--- config.mk ---
export PLATFORM = sky130hd
export DESIGN_NAME = zx_ctrl
export DESIGN_NICKNAME = d
export VERILOG_FILES = /design/src/hw/zx_pkg.sv /design/src/hw/zx_ctrl.sv
export SDC_FILE = /design/constraint.sdc
export NUM_CORES = 1
export LEC_CHECK = 0
export BUFFER_PORTS_ARGS = -buffer_cell sky130_fd_sc_hd__buf_2
export CORE_UTILIZATION = 40
export CTS_CLUSTER_SIZE = 28
export DETAILED_ROUTE_END_ITERATION = 8
export PLACE_DENSITY = 0.71
export SLEW_MARGIN = 15
export SYNTH_ARGS = -nofsm -noshare
export SYNTH_HDL_FRONTEND = slang
export SYNTH_SLANG_ARGS = --single-unit
export TNS_END_PERCENT = 5
--- constraint.sdc ---
create_clock -name i_sys_clk -period 2.9 [get_ports i_sys_clk]
set_input_delay 0.145 -clock i_sys_clk [delete_from_list [all_inputs] [get_ports i_sys_clk]]
set_output_delay 0.145 -clock i_sys_clk [all_outputs]
set_load 0.005 [all_outputs]
--- src/hw/zx_pkg.sv ---
// Constants for the zero-cross detector control block.
// Assumes an 8-bit register port with 12-bit byte addresses.
`default_nettype none
package zx_pkg;
  // ****************
  // Bus widths
  // ****************
  localparam int ZX_AW = 12;
  localparam int ZX_DW = 8;
  // ****************
  // Register offsets
  // ****************
  localparam logic [11:0] ZX_CTRL_OFS = 12'h21F;
  localparam logic [11:0] ZX_STAT_OFS = 12'h220;
  localparam logic [11:0] ZX_MASK_OFS = 12'h221;
  // ****************
  // Control, status and mask fields
  // ****************
  localparam int ZX_SOFT_EN_BIT = 7;
  localparam int ZX_OUT_BIT = 5;
  localparam int ZX_INVERT_BIT = 4;
  localparam int ZX_RISE_BIT = 1;
  localparam int ZX_FALL_BIT = 0;
  localparam int ZX_FLAG_BIT = 0;
  // ****************
  // Reset values
  // ****************
  localparam logic SOFT_EN_RST = 1'h0;
  localparam logic INVERT_RST = 1'h0;
  // Fuse chain starts at the disabled level
  localparam logic FUSE_SYNC_RST = 1'h1;
  localparam logic RISE_RST = 1'h0;
  localparam logic FALL_RST = 1'h0;
  localparam logic OUT_RST = 1'h0;
  localparam logic FLAG_RST = 1'h0;
  localparam logic MASK_RST = 1'h0;
  localparam logic [7:0] ZX_RDATA_RST = 8'h00;
endpackage

`default_nettype wire

--- src/hw/zx_ctrl.sv ---
// Zero-cross detector control: enable, output polarity, edge flag, irq.
// Assumes an analog comparator and stage outside; fuse and disable
// bits arrive as pins and are synchronised here.
//
// Decided for this implementation: strobed register access.
`timescale 1ns/100ps
`default_nettype none

module zx_ctrl (
  // Clock and reset
  input wire logic i_sys_clk,
  input wire logic i_rst_n,
  // Register port
  input wire logic [zx_pkg::ZX_AW-1:0] i_addr,
  input wire logic [zx_pkg::ZX_DW-1:0] i_wdata,
  input wire logic i_wr,
  input wire logic i_rd,
  output logic [zx_pkg::ZX_DW-1:0] o_rdata,
  // Analog side and configuration pins
  input wire logic i_cmp_sink,
  input wire logic i_cfg_fuse,
  input wire logic i_zc_module_disable,
  output logic o_stage_en,
  output logic o_pin_force,
  output logic o_zc_out,
  // Interrupt
  output logic o_irq
);
  import zx_pkg::*;

  // ****************
  // Functions
  // ****************
  function automatic logic hit(input logic [11:0] a, input logic [11:0] ofs);
    hit = (a == ofs);
  endfunction

  // ****************
  // Declarations
  // ****************
  logic cmp_s1_r, cmp_s2_r;
  logic fuse_s1_r, fuse_s2_r;
  logic md_s1_r, md_s2_r;
  logic soft_en_r, invert_r, rise_en_r, fall_en_r;
  logic out_r, prev_r, en_r;
  logic flag_r, mask_r;
  logic [7:0] rdata_r;
  logic wr_ctrl, wr_stat, wr_mask;
  logic rd_ctrl, rd_stat, rd_mask;
  logic en_nxt, out_nxt, rise_ev, fall_ev, invert_ev, flag_clr, flag_set, flag_nxt;
  logic [7:0] ctrl_view, rdata_nxt;

  // ****************
  // Address decode
  // ****************
  assign wr_ctrl = i_wr & hit(i_addr, ZX_CTRL_OFS);
  assign wr_stat = i_wr & hit(i_addr, ZX_STAT_OFS);
  assign wr_mask = i_wr & hit(i_addr, ZX_MASK_OFS);
  assign rd_ctrl = i_rd & hit(i_addr, ZX_CTRL_OFS);
  assign rd_stat = i_rd & hit(i_addr, ZX_STAT_OFS);
  assign rd_mask = i_rd & hit(i_addr, ZX_MASK_OFS);

  // ****************
  // Input synchronisers
  // ****************
  // two-stage comparator sync
  always_ff @(posedge i_sys_clk or negedge i_rst_n) begin
    if (!i_rst_n) begin
      cmp_s1_r <= 1'h0;
      cmp_s2_r <= 1'h0;
      // No forced pin while the fuse is still unknown
      fuse_s1_r <= FUSE_SYNC_RST;
      fuse_s2_r <= FUSE_SYNC_RST;
      md_s1_r <= 1'h0;
      md_s2_r <= 1'h0;
    end else begin
      cmp_s1_r <= i_cmp_sink;
      cmp_s2_r <= cmp_s1_r;
      fuse_s1_r <= i_cfg_fuse;
      fuse_s2_r <= fuse_s1_r;
      md_s1_r <= i_zc_module_disable;
      md_s2_r <= md_s1_r;
    end
  end

  // ****************
  // Enable logic
  // ****************
  // fuse clear forces enable
  assign en_nxt = !fuse_s2_r ? 1'h1 : (soft_en_r & ~md_s2_r);

  // ****************
  // Output and edges
  // ****************
  // sink level gated by enable, xor invert
  assign out_nxt = (en_r & cmp_s2_r) ^ invert_r;
  assign rise_ev = out_r & ~prev_r;
  assign fall_ev = ~out_r & prev_r;
  assign invert_ev = wr_ctrl & (i_wdata[ZX_INVERT_BIT] != invert_r);
  assign flag_clr = wr_stat & i_wdata[ZX_FLAG_BIT];
  assign flag_set = (rise_ev & rise_en_r) | (fall_ev & fall_en_r) | invert_ev;
  assign flag_nxt = flag_set | (flag_r & ~flag_clr);

  // ****************
  // Read mux
  // ****************
  // unimplemented bits read zero
  assign ctrl_view = {soft_en_r, 1'h0, out_r, invert_r, 2'h0, rise_en_r, fall_en_r};
  assign rdata_nxt = rd_ctrl ? ctrl_view :
                     rd_stat ? {7'h00, flag_r} :
                     rd_mask ? {7'h00, mask_r} : ZX_RDATA_RST;

  // ****************
  // Control register
  // ****************
  // control fields and resets
  always_ff @(posedge i_sys_clk or negedge i_rst_n) begin
    if (!i_rst_n) begin
      soft_en_r <= SOFT_EN_RST;
      invert_r <= INVERT_RST;
      rise_en_r <= RISE_RST;
      fall_en_r <= FALL_RST;
    end else if (wr_ctrl) begin
      soft_en_r <= i_wdata[ZX_SOFT_EN_BIT];
      invert_r <= i_wdata[ZX_INVERT_BIT];
      rise_en_r <= i_wdata[ZX_RISE_BIT];
      fall_en_r <= i_wdata[ZX_FALL_BIT];
    end
  end

  // ****************
  // Detector state
  // ****************
  // no sleep gating here
  always_ff @(posedge i_sys_clk or negedge i_rst_n) begin
    if (!i_rst_n) begin
      en_r <= 1'h0;
      out_r <= OUT_RST;
      prev_r <= OUT_RST;
    end else begin
      en_r <= en_nxt;
      out_r <= out_nxt;
      prev_r <= out_r;
    end
  end

  // ****************
  // Interrupt and read data registers
  // ****************
  always_ff @(posedge i_sys_clk or negedge i_rst_n) begin
    if (!i_rst_n) begin
      flag_r <= FLAG_RST;
      mask_r <= MASK_RST;
      rdata_r <= ZX_RDATA_RST;
    end else begin
      flag_r <= flag_nxt;
      if (wr_mask) begin
        mask_r <= i_wdata[ZX_FLAG_BIT];
      end
      rdata_r <= rdata_nxt;
    end
  end

  // ****************
  // Outputs
  // ****************
  assign o_stage_en = en_r;
  assign o_pin_force = en_r;
  assign o_zc_out = out_r;
  assign o_irq = flag_r & mask_r;
  assign o_rdata = rdata_r;
endmodule // zx_ctrl

`default_nettype wire

==> summary.md, run 1 <==
| Metric | Value |
|---|---|
| Cts bufs inserted | 3 |
| Htree depth | 1 |
| Initial antenna violation count | 0 |
| Setup CP Type | input pin to flip-flop |
| Dominant synthesized flop cell | dfrtp_1 |
| Tot Pwr | 553 uW |
| Area grow syn2layout | 31.7% |
| Post-CTS resize count | 0 |
| Clk_lat worst skew | 0.29 ns |
| Status | complete, no violations |
| Final worst-path cycle share | 45.7% |
| Routed Antenna Nets | 0 |
| Post-Syn Area | 808 sq um |
| Clock-pin slew on the worst setup and hold paths | 0.11 ns |
| Root Driver | clkbuf_4 |
| Core area | 1800 sq um |
| Vias | 586 |
| Num ports | 39 |
| Sequential share of the synthesized area | 62.2% |
| DR DRC count | 0 |
| Fin. max-slew vios | 0 |
| Vert. Die Dim | 47.0 um |
| DP Area | 972 sq um |
| First-pass GRT wire length | 2.32 mm |
| Max frequency | 754 MHz |
| Most frequent cells in the layout | buf_2, dfrtp_1, nand2_1, and2_1, mux2_2 |
| Required time of the critical path | 3.09 ns |
| Largest net degree at the start of global routing | 21 |
| Highest-delay cell along the critical path | or4b_4 |
| Width of the die | 47.0 um |
| Row count | 15 |
| Total number of yosys warnings | 0 |
| DP HPWL | 1.04 mm |
| Crit path largest cell delay | 0.53 ns |
| Worst-case clock buffer depth | 2 |
| CTS tree | built |
| Input/output buffers | 31 |
| Worst Skew | 0.00127 ns |
| Ant. Diodes | 0 |
| RD Place Congestion | 0.711 |
| Worst Hold Class | input pin to flip-flop |
| GRT Total Usage | 15.9% |
| RSZ-0062 raised after global routing | false |
| NumNets Final | 129 |
| Pwr/cell area | 520 nW/um^2 |
| CP Max Fanout | 7 |
| Clk sinks | 20 |
| Synth cell types | 24 |
| Post-synth ARST share | 100% |
| Leak | 0.000541 uW |
| Fillers | 167 |
| Fraction of layout cells with a size suffix above 1 | 45.5% |
| Cell Chain, Critical Path | buf_2 > or4b_4 > nor3_4 > nand2_1 > mux2_2 |
| Average size of a mapped cell | 12.6 sq um |
| Wire per inst | 10.9 um |
| Grt total ovfl | 0 |
| Final setup violation count | 0 |
| Iter 0 DRT Violations | 5 |
| Initial Util | 44.9% |
| Tmin final | 1.33 ns |
| Via density | 4.65 |
| CTS Hold Buffers Added | 4 |
| Synth Instances | 64 |
| Post-CTS Setup Bufs | 0 |
| EDFF count, synth | 0 |
| Final instance area | 1060 sq um |
| Commonest non-fill, non-tap cell in the layout | buf_2 |
| Setup crit end kind | flip-flop |
| Total routed wirelength | 1.37 mm |
| Maximum capacitance violations | 0 |
| Vias in the first global route | 562 |
| Startpoint types | input pin |
| Max reg flops | 5 |
| TritonRoute pass-1 iters | 4 |
| Final TNS setup | 0 ns |
| CP arrival | 1.52 ns |
| Full die area | 2200 sq um |
| VDD IR max | 0.326 mV |
| Fin. Hold Viols | 0 |
| Yosys reg bits | 20 |
per-layer routing:
metal	GRT usage [%]	wire length, um	vias up
li1	-	-	289
met1	18.0	571	276
met2	26.9	730	19
met3	3.46	58	2
met4	10.3	12	0
met5	0	0	-
through the flow:
stage	utilization, %	hold WS [ns]	std cells	setup slack, ns
final	59.1	0.0610	126	1.57
after global routing	59.1	0.0491	126	1.53
after CTS	59.1	0.0472	126	1.61
after detailed placement	54.0	0.103	118	1.28
after global placement	54.0	0.0986	118	1.30
after floorplan	-	-0.151	66	1.50
logic make-up after synthesis:
logic type                synth area share [%]
buffers and inverters                     4.18
AOI/OAI and AO/OA                         4.18
DFF                                       62.2
and+or+nand+nor                           19.8
other                                    0.464
xor gates and xnor gates                  2.17
muxes                                     6.97
final cells by class:
| cell class | instances | area, sq um | area share [%] |
|---|---|---|---|
| Clock buffer | 3 | 22.5 | 2.12 |
| Clock inverter | 1 | 30.0 | 2.82 |
| Inverter | 1 | 3.75 | 0.353 |
| Multi-Input combinational cell | 41 | 279 | 26.2 |
| Sequential cell | 20 | 503 | 47.2 |
| Tap cell | 25 | 31.3 | 2.94 |
| Timing Repair Buffer | 35 | 195 | 18.3 |
where the power goes:
part	internal [uW]	switching, uW	leakage [uW]
Sequential	288	3.80	0.000251
Combinational	20.7	17.9	0.000262
Clock	140	83.5	0.0000279
critical path: cells and delay by family:
family | cells | cell delay, ns
multiplexers | 1 | 0.31
buffers and inverters | 1 | 0.09
AND/OR/NAND/NOR | 3 | 0.96
cells in the mapped netlist, types with 2 or more instances:
library cell / instances / share of area (%)
dfrtp_1: 18 / 56
o21ai_0: 2 / 1.2
and2_1: 5 / 3.9
nand4_1: 2 / 1.5
and3_2: 2 / 1.9
nor2_1: 3 / 1.4
dfstp_2: 2 / 6.5
nand3_1: 2 / 1.2
mux2_2: 5 / 7.0
nand2_1: 6 / 2.8
buf_4: 4 / 3.7
final timing paths:
path | startpoint | to | slack [ns] | depth (start not counted)
worst min register to register | cmp_s1_r | cmp_s2_r | 0.36 | 0
worst max register to register | invert_r | flag_r | 1.86 | 2
min in group asynchronous | i_rst_n | o_rdata[7] | 0.30 | 2
worst min-delay path | i_rd | o_rdata[0] | 0.06 | 3
max in group asynchronous | i_rst_n | fuse_s2_r | 2.27 | 2
worst max-delay path | i_addr[7] | fall_en_r | 1.57 | 5
No activity file was read; power rests on OpenSTA's default activity.
==> run 2: changes to the inputs <==
Clock period 2.9 ns to 1.4 ns, I/O delays scaled along.
==> run 2 against run 1 <==
Sequential cell count unchanged. Final cell count increased by 1.6%. Routed wire length increased by 7.2%. Global-route usage increased by 1.8 points. First-iteration DRC count increased by 120%. Clock skew increased by 0.0027 ns. Setup slack got worse by 1.4 ns. Cell area increased by 1.9%. Critical endpoint is now flag_r. Worst hold slack got worse by 0.059 ns. Combinational power increased by 120%. Sequential power increased by 110%. Critical path type unchanged. Core utilization increased by 1.1 points.
==> summary.md, run 2 (synthesis gave the netlist of run 1 again) <==
| Metric | Value |
|---|---|
| Status | complete, no violations |
| Power share of the sequential group | 52.5% (-0.2 points) |
| Maximum capacitance violations | 0 (unchanged) |
| Clock power frac | 40.0% (-0.3 points) |
| CTS tree | built |
| RSZ-0062 raised after global routing | false |
| Routed Antenna Nets | 0 (unchanged) |
| Post-CTS resize count | 0 (unchanged) |
| CP Max Fanout | 7 (unchanged) |
| Final hold slack | 0.00235 ns (-0.0587 ns) |
| Htree depth | 1 (unchanged) |
| Worst R2R Setup Slack | 0.36 ns (-1.50 ns) |
| Total routed wirelength | 1.47 mm (+7.2%) |
| M3 GR Usage | 5.38% (+1.9 points) |
| DP HPWL | 1.15 mm (+9.7%) |
| Met2 global-route usage | 29.2% (+2.2 points) |
| Clock-pin slew on the worst setup and hold paths | 0.11 ns (about the same) |
| NumNets Final | 131 (+1.6%) |
| Vias in the first global route | 633 (+13%) |
| GR peak layer | met2 |
| Input/output buffers | 31 (unchanged) |
| Fin. max-slew vios | 0 (unchanged) |
| Final instance area | 1080 sq um (+1.9%) |
| Setup crit end kind | flip-flop |
| Post-CTS Setup Bufs | 0 (unchanged) |
| Root Driver | clkbuf_4 |
| Max reg flops | 5 (unchanged) |
| Final TNS setup | 0 ns (unchanged) |
| Worst-case clock buffer depth | 2 (unchanged) |
| Final setup violation count | 0 (unchanged) |
| DP Cell Count | 118 (unchanged) |
| Fraction of layout cells with a size suffix above 1 | 44.7% (-0.88 points) |
| Commonest non-fill, non-tap cell in the layout | buf_2 |
| RD Place Congestion | 0.699 (-1.7%) |
| Met1 usage | 19.5% (+1.5 points) |
| Fillers | 161 (-3.6%) |
| Worst Hold Class | input pin to flip-flop |
| Vert. Die Dim | 47.0 um (unchanged) |
| Grt total ovfl | 0 (unchanged) |
| Clk sinks | 20 (unchanged) |
| CP arrival | 1.40 ns (-0.12 ns) |
| Wire per inst | 11.5 um (+5.5%) |
| Worst Skew | 0.00395 ns (+0.00269 ns) |
| Most frequent cells in the layout | buf_2, dfrtp_1, nand2_1, dlygate4sd3_1 |
| Switching Fraction | 19.0% (about the same) |
| Core area | 1800 sq um (unchanged) |
| Leak | 0.000549 uW (+1.5%) |
| Combinational fraction of design power | 7.5% (+0.5 points) |
| Non-Filler Instances | 128 (+1.6%) |
| Initial antenna violation count | 0 (unchanged) |
| Pwr/cell area | 1060 nW/um^2 (+100%) |
| Startpoint types | input pin |
| Vias | 615 (+4.9%) |
| Iter 0 DRT Violations | 11 (+6) |
| Row count | 15 (unchanged) |
| Slew @ Worst Pin | 0.504 ns |
| Ant. Diodes | 0 (unchanged) |
| Area grow syn2layout | 34.2% |
| DR DRC count | 0 (unchanged) |
| Worst slack at placement | -0.131 ns (-1.41 ns) |
| Final WS setup | 0.194 ns (-1.38 ns) |
| First-pass GRT wire length | 2.62 mm (+13%) |
| Largest net degree at the start of global routing | 21 (unchanged) |
| Clk_lat worst skew | 0.30 ns (about the same) |
| Pint | 932 uW (+110%) |
| CTS Hold Buffers Added | 6 (+2) |
| Width of the die | 47.0 um (unchanged) |
| Via density | 4.80 (+3.3%) |
| Switching Power | 219 uW (+110%) |
| Initial Util | 44.9% (unchanged) |
| DP Area | 972 sq um (unchanged) |
| TritonRoute pass-1 iters | 4 (unchanged) |
| Cts bufs inserted | 3 (unchanged) |
| Fin. Hold Viols | 0 (unchanged) |
| GRT Total Usage | 17.7% (+1.8 points) |
| Rel. slew slack | 66.1% |
| VDD IR max | 0.707 mV (+120%) |
| Max frequency | 829 MHz |
| Tmin final | 1.21 ns |
| Final worst-path cycle share | 86.2% |
| Required time of the critical path | 1.59 ns (-1.50 ns) |
| Full die area | 2200 sq um (unchanged) |
| Num ports | 39 (unchanged) |
| Setup CP Type | input pin to flip-flop |
-- run 2: power by group through the flow --
stage / sequential, uW / combinational, uW / clock, uW
floorplan: 614 / 26.5 / 0
global placement: 615 / 70.8 / 0
detailed placement: 616 / 73.4 / 0
CTS: 605 / 86.6 / 471
global route: 607 / 97.3 / 502
finish: 605 / 86.2 / 460
-- run 2: critical path, cell delays in order --
cell     delay, ns
buf_2         0.10
or4b_4        0.54
nor3_4        0.23
nand4_1       0.13
a221o_1       0.32
-- run 2: cell type report --
cell class | instances | area, sq um | share of cell area [%]
well taps | 25 | 31.3 | 2.88
flip-flops and latches | 20 | 503 | 46.4
clock inverters | 1 | 30.0 | 2.77
multi-input cells | 41 | 279 | 25.7
inverters | 1 | 3.75 | 0.346
repair buffers | 37 | 215 | 19.8
clock buffers | 3 | 22.5 | 2.08
-- run 2: stage by stage --
step / total power [uW] / utilization (%)
floorplan: 640 / -
detailed placement: 690 / 54.0
global placement: 685 / 54.0
CTS: 1160 / 60.2
finish: 1150 / 60.2
global route: 1210 / 60.2
-- run 2: final timing paths --
check | from | to | cells after the start
hold reg to reg | md_s1_r | md_s2_r | 0
setup / recovery | i_addr[7] | flag_r | 5
min in group asynchronous | i_rst_n | o_rdata[7] | 2
setup reg to reg | invert_r | flag_r | 2
max in group asynchronous | i_rst_n | fuse_s1_r | 2
hold / removal | i_wdata[7] | soft_en_r | 3
-- run 2: metal layers --
| layer | up-vias | routed length (um) |
|---|---|---|
| met1 | 293 | 592 |
| met4 | 0 | 59 |
| met5 | - | 0 |
| met3 | 8 | 67 |
| met2 | 23 | 750 |
| li1 | 291 | - |
==> run 3: changes to the inputs <==
==> constraint.sdc (replaced) <==
create_clock -name i_sys_clk -period 1.4 [get_ports i_sys_clk]
set_input_delay 0.28 -clock i_sys_clk [delete_from_list [all_inputs] [get_ports i_sys_clk]]
set_output_delay 0.28 -clock i_sys_clk [all_outputs]
set_load 0.005 [all_outputs]
==> run 3 against run 2 <==
The flow now finishes with violations (setup timing). Power decreased by 18%. Routed wire length shrank 2.9%. Via count is 6.7% lower. Register-to-register slack barely moved. Setup slack got worse by 0.21 ns. Sequential power barely moved. Critical endpoint unchanged.
==> summary.md, run 3 (synthesis gave the netlist of run 1 again) <==
| Metric | Value |
|---|---|
| RSZ-0062 raised after global routing | true |
| Initial Util | 44.9% (unchanged) |
| CP Max Fanout | 7 (unchanged) |
| Initial antenna violation count | 0 (unchanged) |
| Clock-pin slew on the worst setup and hold paths | 0.10 ns (about the same) |
| Worst slack at placement | -0.357 ns (-0.227 ns) |
| Final WS setup | -0.0155 ns (-0.209 ns) |
| Num ports | 39 (unchanged) |
| Setup crit end kind | flip-flop |
| Worst Hold Class | input pin to flip-flop |
| DP HPWL | 1.18 mm (+3.4%) |
| Htree depth | 1 (unchanged) |
| Full die area | 2200 sq um (unchanged) |
| Grt total ovfl | 0 (unchanged) |
| Iter 0 DRT Violations | 13 (+2) |
| Core area | 1800 sq um (unchanged) |
| Leak | 0.000523 uW (-4.8%) |
| Vias | 574 (-6.7%) |
| Switching Power | 202 uW (-8.0%) |
| Switching Fraction | 21.3% (+2.2 points) |
| Non-Filler Instances | 124 (-3.1%) |
| Total routed wirelength | 1.43 mm (-2.9%) |
| CTS tree | built |
| Power share of the sequential group | 63.8% (+11 points) |
| Fraction of layout cells with a size suffix above 1 | 46.5% (+1.8 points) |
| Tmin final | 1.42 ns (+0.209 ns) |
| Worst R2R Setup Slack | 0.36 ns (about the same) |
| Input/output buffers | 31 (unchanged) |
| First-pass GRT wire length | 2.39 mm (-8.7%) |
| Worst-case clock buffer depth | 2 (unchanged) |
| Routed Antenna Nets | 0 (unchanged) |
| Violated checks | setup timing |
| Startpoint types | input pin |
| RD Place Congestion | 0.687 (-1.7%) |
| Most frequent cells in the layout | buf_2, dfrtp_1, nand2_1, and2_1, mux2_2 |
| Pwr/cell area | 927 nW/um^2 (-13%) |
| Final setup violation count | 2 (+2) |
| Area grow syn2layout | 26.5% |
| Max frequency | 706 MHz (-15%) |
| Fin. max-slew vios | 0 (unchanged) |
| Vias in the first global route | 562 (-11%) |
| Cts bufs inserted | 3 (unchanged) |
| Pint | 746 uW (-20%) |
| Required time of the critical path | 1.58 ns (about the same) |
| Worst Skew | 0.00625 ns (+0.00230 ns) |
| Clock power frac | 28.2% (-12 points) |
| Post-CTS Setup Bufs | 0 (unchanged) |
| Final TNS setup | -0.0170 ns (-0.0170 ns) |
| Status | finished, violations left |
| Reg2Reg Launch Point | flag_r |
| Commonest non-fill, non-tap cell in the layout | buf_2 |
| Final worst-path cycle share | 101% (+15 points) |
| Root Driver | clkbuf_4 |
| CP arrival | 1.60 ns (+0.20 ns) |
| Vert. Die Dim | 47.0 um (unchanged) |
| Ant. Diodes | 0 (unchanged) |
| DP Cell Count | 119 (+0.85%) |
| Combinational fraction of design power | 8.0% (+0.5 points) |
| Width of the die | 47.0 um (unchanged) |
| Largest net degree at the start of global routing | 21 (unchanged) |
| TritonRoute pass-1 iters | 3 (-1) |
| Clk_lat worst skew | 0.29 ns (about the same) |
| Max reg flops | 5 (unchanged) |
| Wire per inst | 11.5 um (+0.21%) |
| Clk sinks | 20 (unchanged) |
| NumNets Final | 127 (-3.1%) |
| Setup CP Type | input pin to flip-flop |
| VDD IR max | 0.635 mV (-10%) |
| Worst Hold Launch | i_cfg_fuse |
| DR DRC count | 0 (unchanged) |
| CP startpoint | i_addr[7] |
| GRT Total Usage | 16.6% (-1.1 points) |
| Row count | 15 (unchanged) |
| Maximum capacitance violations | 0 (unchanged) |
| Fin. Hold Viols | 0 (unchanged) |
| Via density | 4.63 (-3.7%) |
[run 3: changes by cell type in the layout (fill, tap and decap cells not counted)]
cell and change:
buf_2 -1, clkbuf_1 +1, buf_6 +1, dlygate4sd3_1 -5
bufinv_16 -1, buf_4 +1
[run 3: layout make-up]
cell class                      count  area (sq um)
Timing Repair Buffer               33           179
Sequential cell                    20           503
Fill cell                         180           779
Inverter                            1          3.75
Clock buffer                        4          26.3
Tap cell                           25          31.3
Multi-Input combinational cell     41           279
[run 3: critical path, cell delays in order]
cell	delay, ns
buf_6	0.09
or4b_4	0.53
nor3_4	0.23
nand4_1	0.15
a221o_1	0.32
[run 3: metrics by stage]
| step | utilization [%] | area (sq um) | hold slack (ns) | total power, uW |
|---|---|---|---|---|
| global placement | 54.4 | 980 | 0.235 | 686 |
| CTS | 56.7 | 1020 | 0.0706 | 961 |
| floorplan | - | 816 | -0.0156 | 640 |
| global route | 56.7 | 1020 | 0.0573 | 1000 |
| finish | 56.7 | 1020 | 0.0804 | 948 |
| detailed placement | 54.4 | 980 | 0.239 | 689 |
[run 3: power groups by stage]
stage | logic (uW) | registers (uW) | clock network [uW]
finish | 75.9 | 605 | 267
global route | 86.8 | 607 | 311
CTS | 77.5 | 604 | 279
detailed placement | 73.8 | 615 | 0
global placement | 71.6 | 615 | 0
floorplan | 26.5 | 614 | 0
[run 3: worst paths after layout]
check,endpoint,cells after the start
min reg2reg,cmp_s2_r,0
max in group asynchronous,fuse_s2_r,2
min in group asynchronous,o_rdata[0],2
max reg2reg,o_rdata[0],3
max,flag_r,5
min,fuse_s1_r,1
[run 3: layer usage]
metal | wire length, um | part of all wire [%] | GRT usage, % | up-vias
met2 | 788 | 55 | 28.9 | 13
li1 | - | - | - | 283
met4 | 12 | 0.84 | 10.3 | 0
met1 | 588 | 41 | 17.8 | 276
met3 | 38 | 2.7 | 4.62 | 2
met5 | 0 | 0 | 0 | -
[run 3: timing repair]
action                                  in CTS  in global routing
hold buffers                                 1                  0
resized for setup                            1                  0
endpoints found under the hold margin       18                  0
endpoints found under the setup margin       3                  4
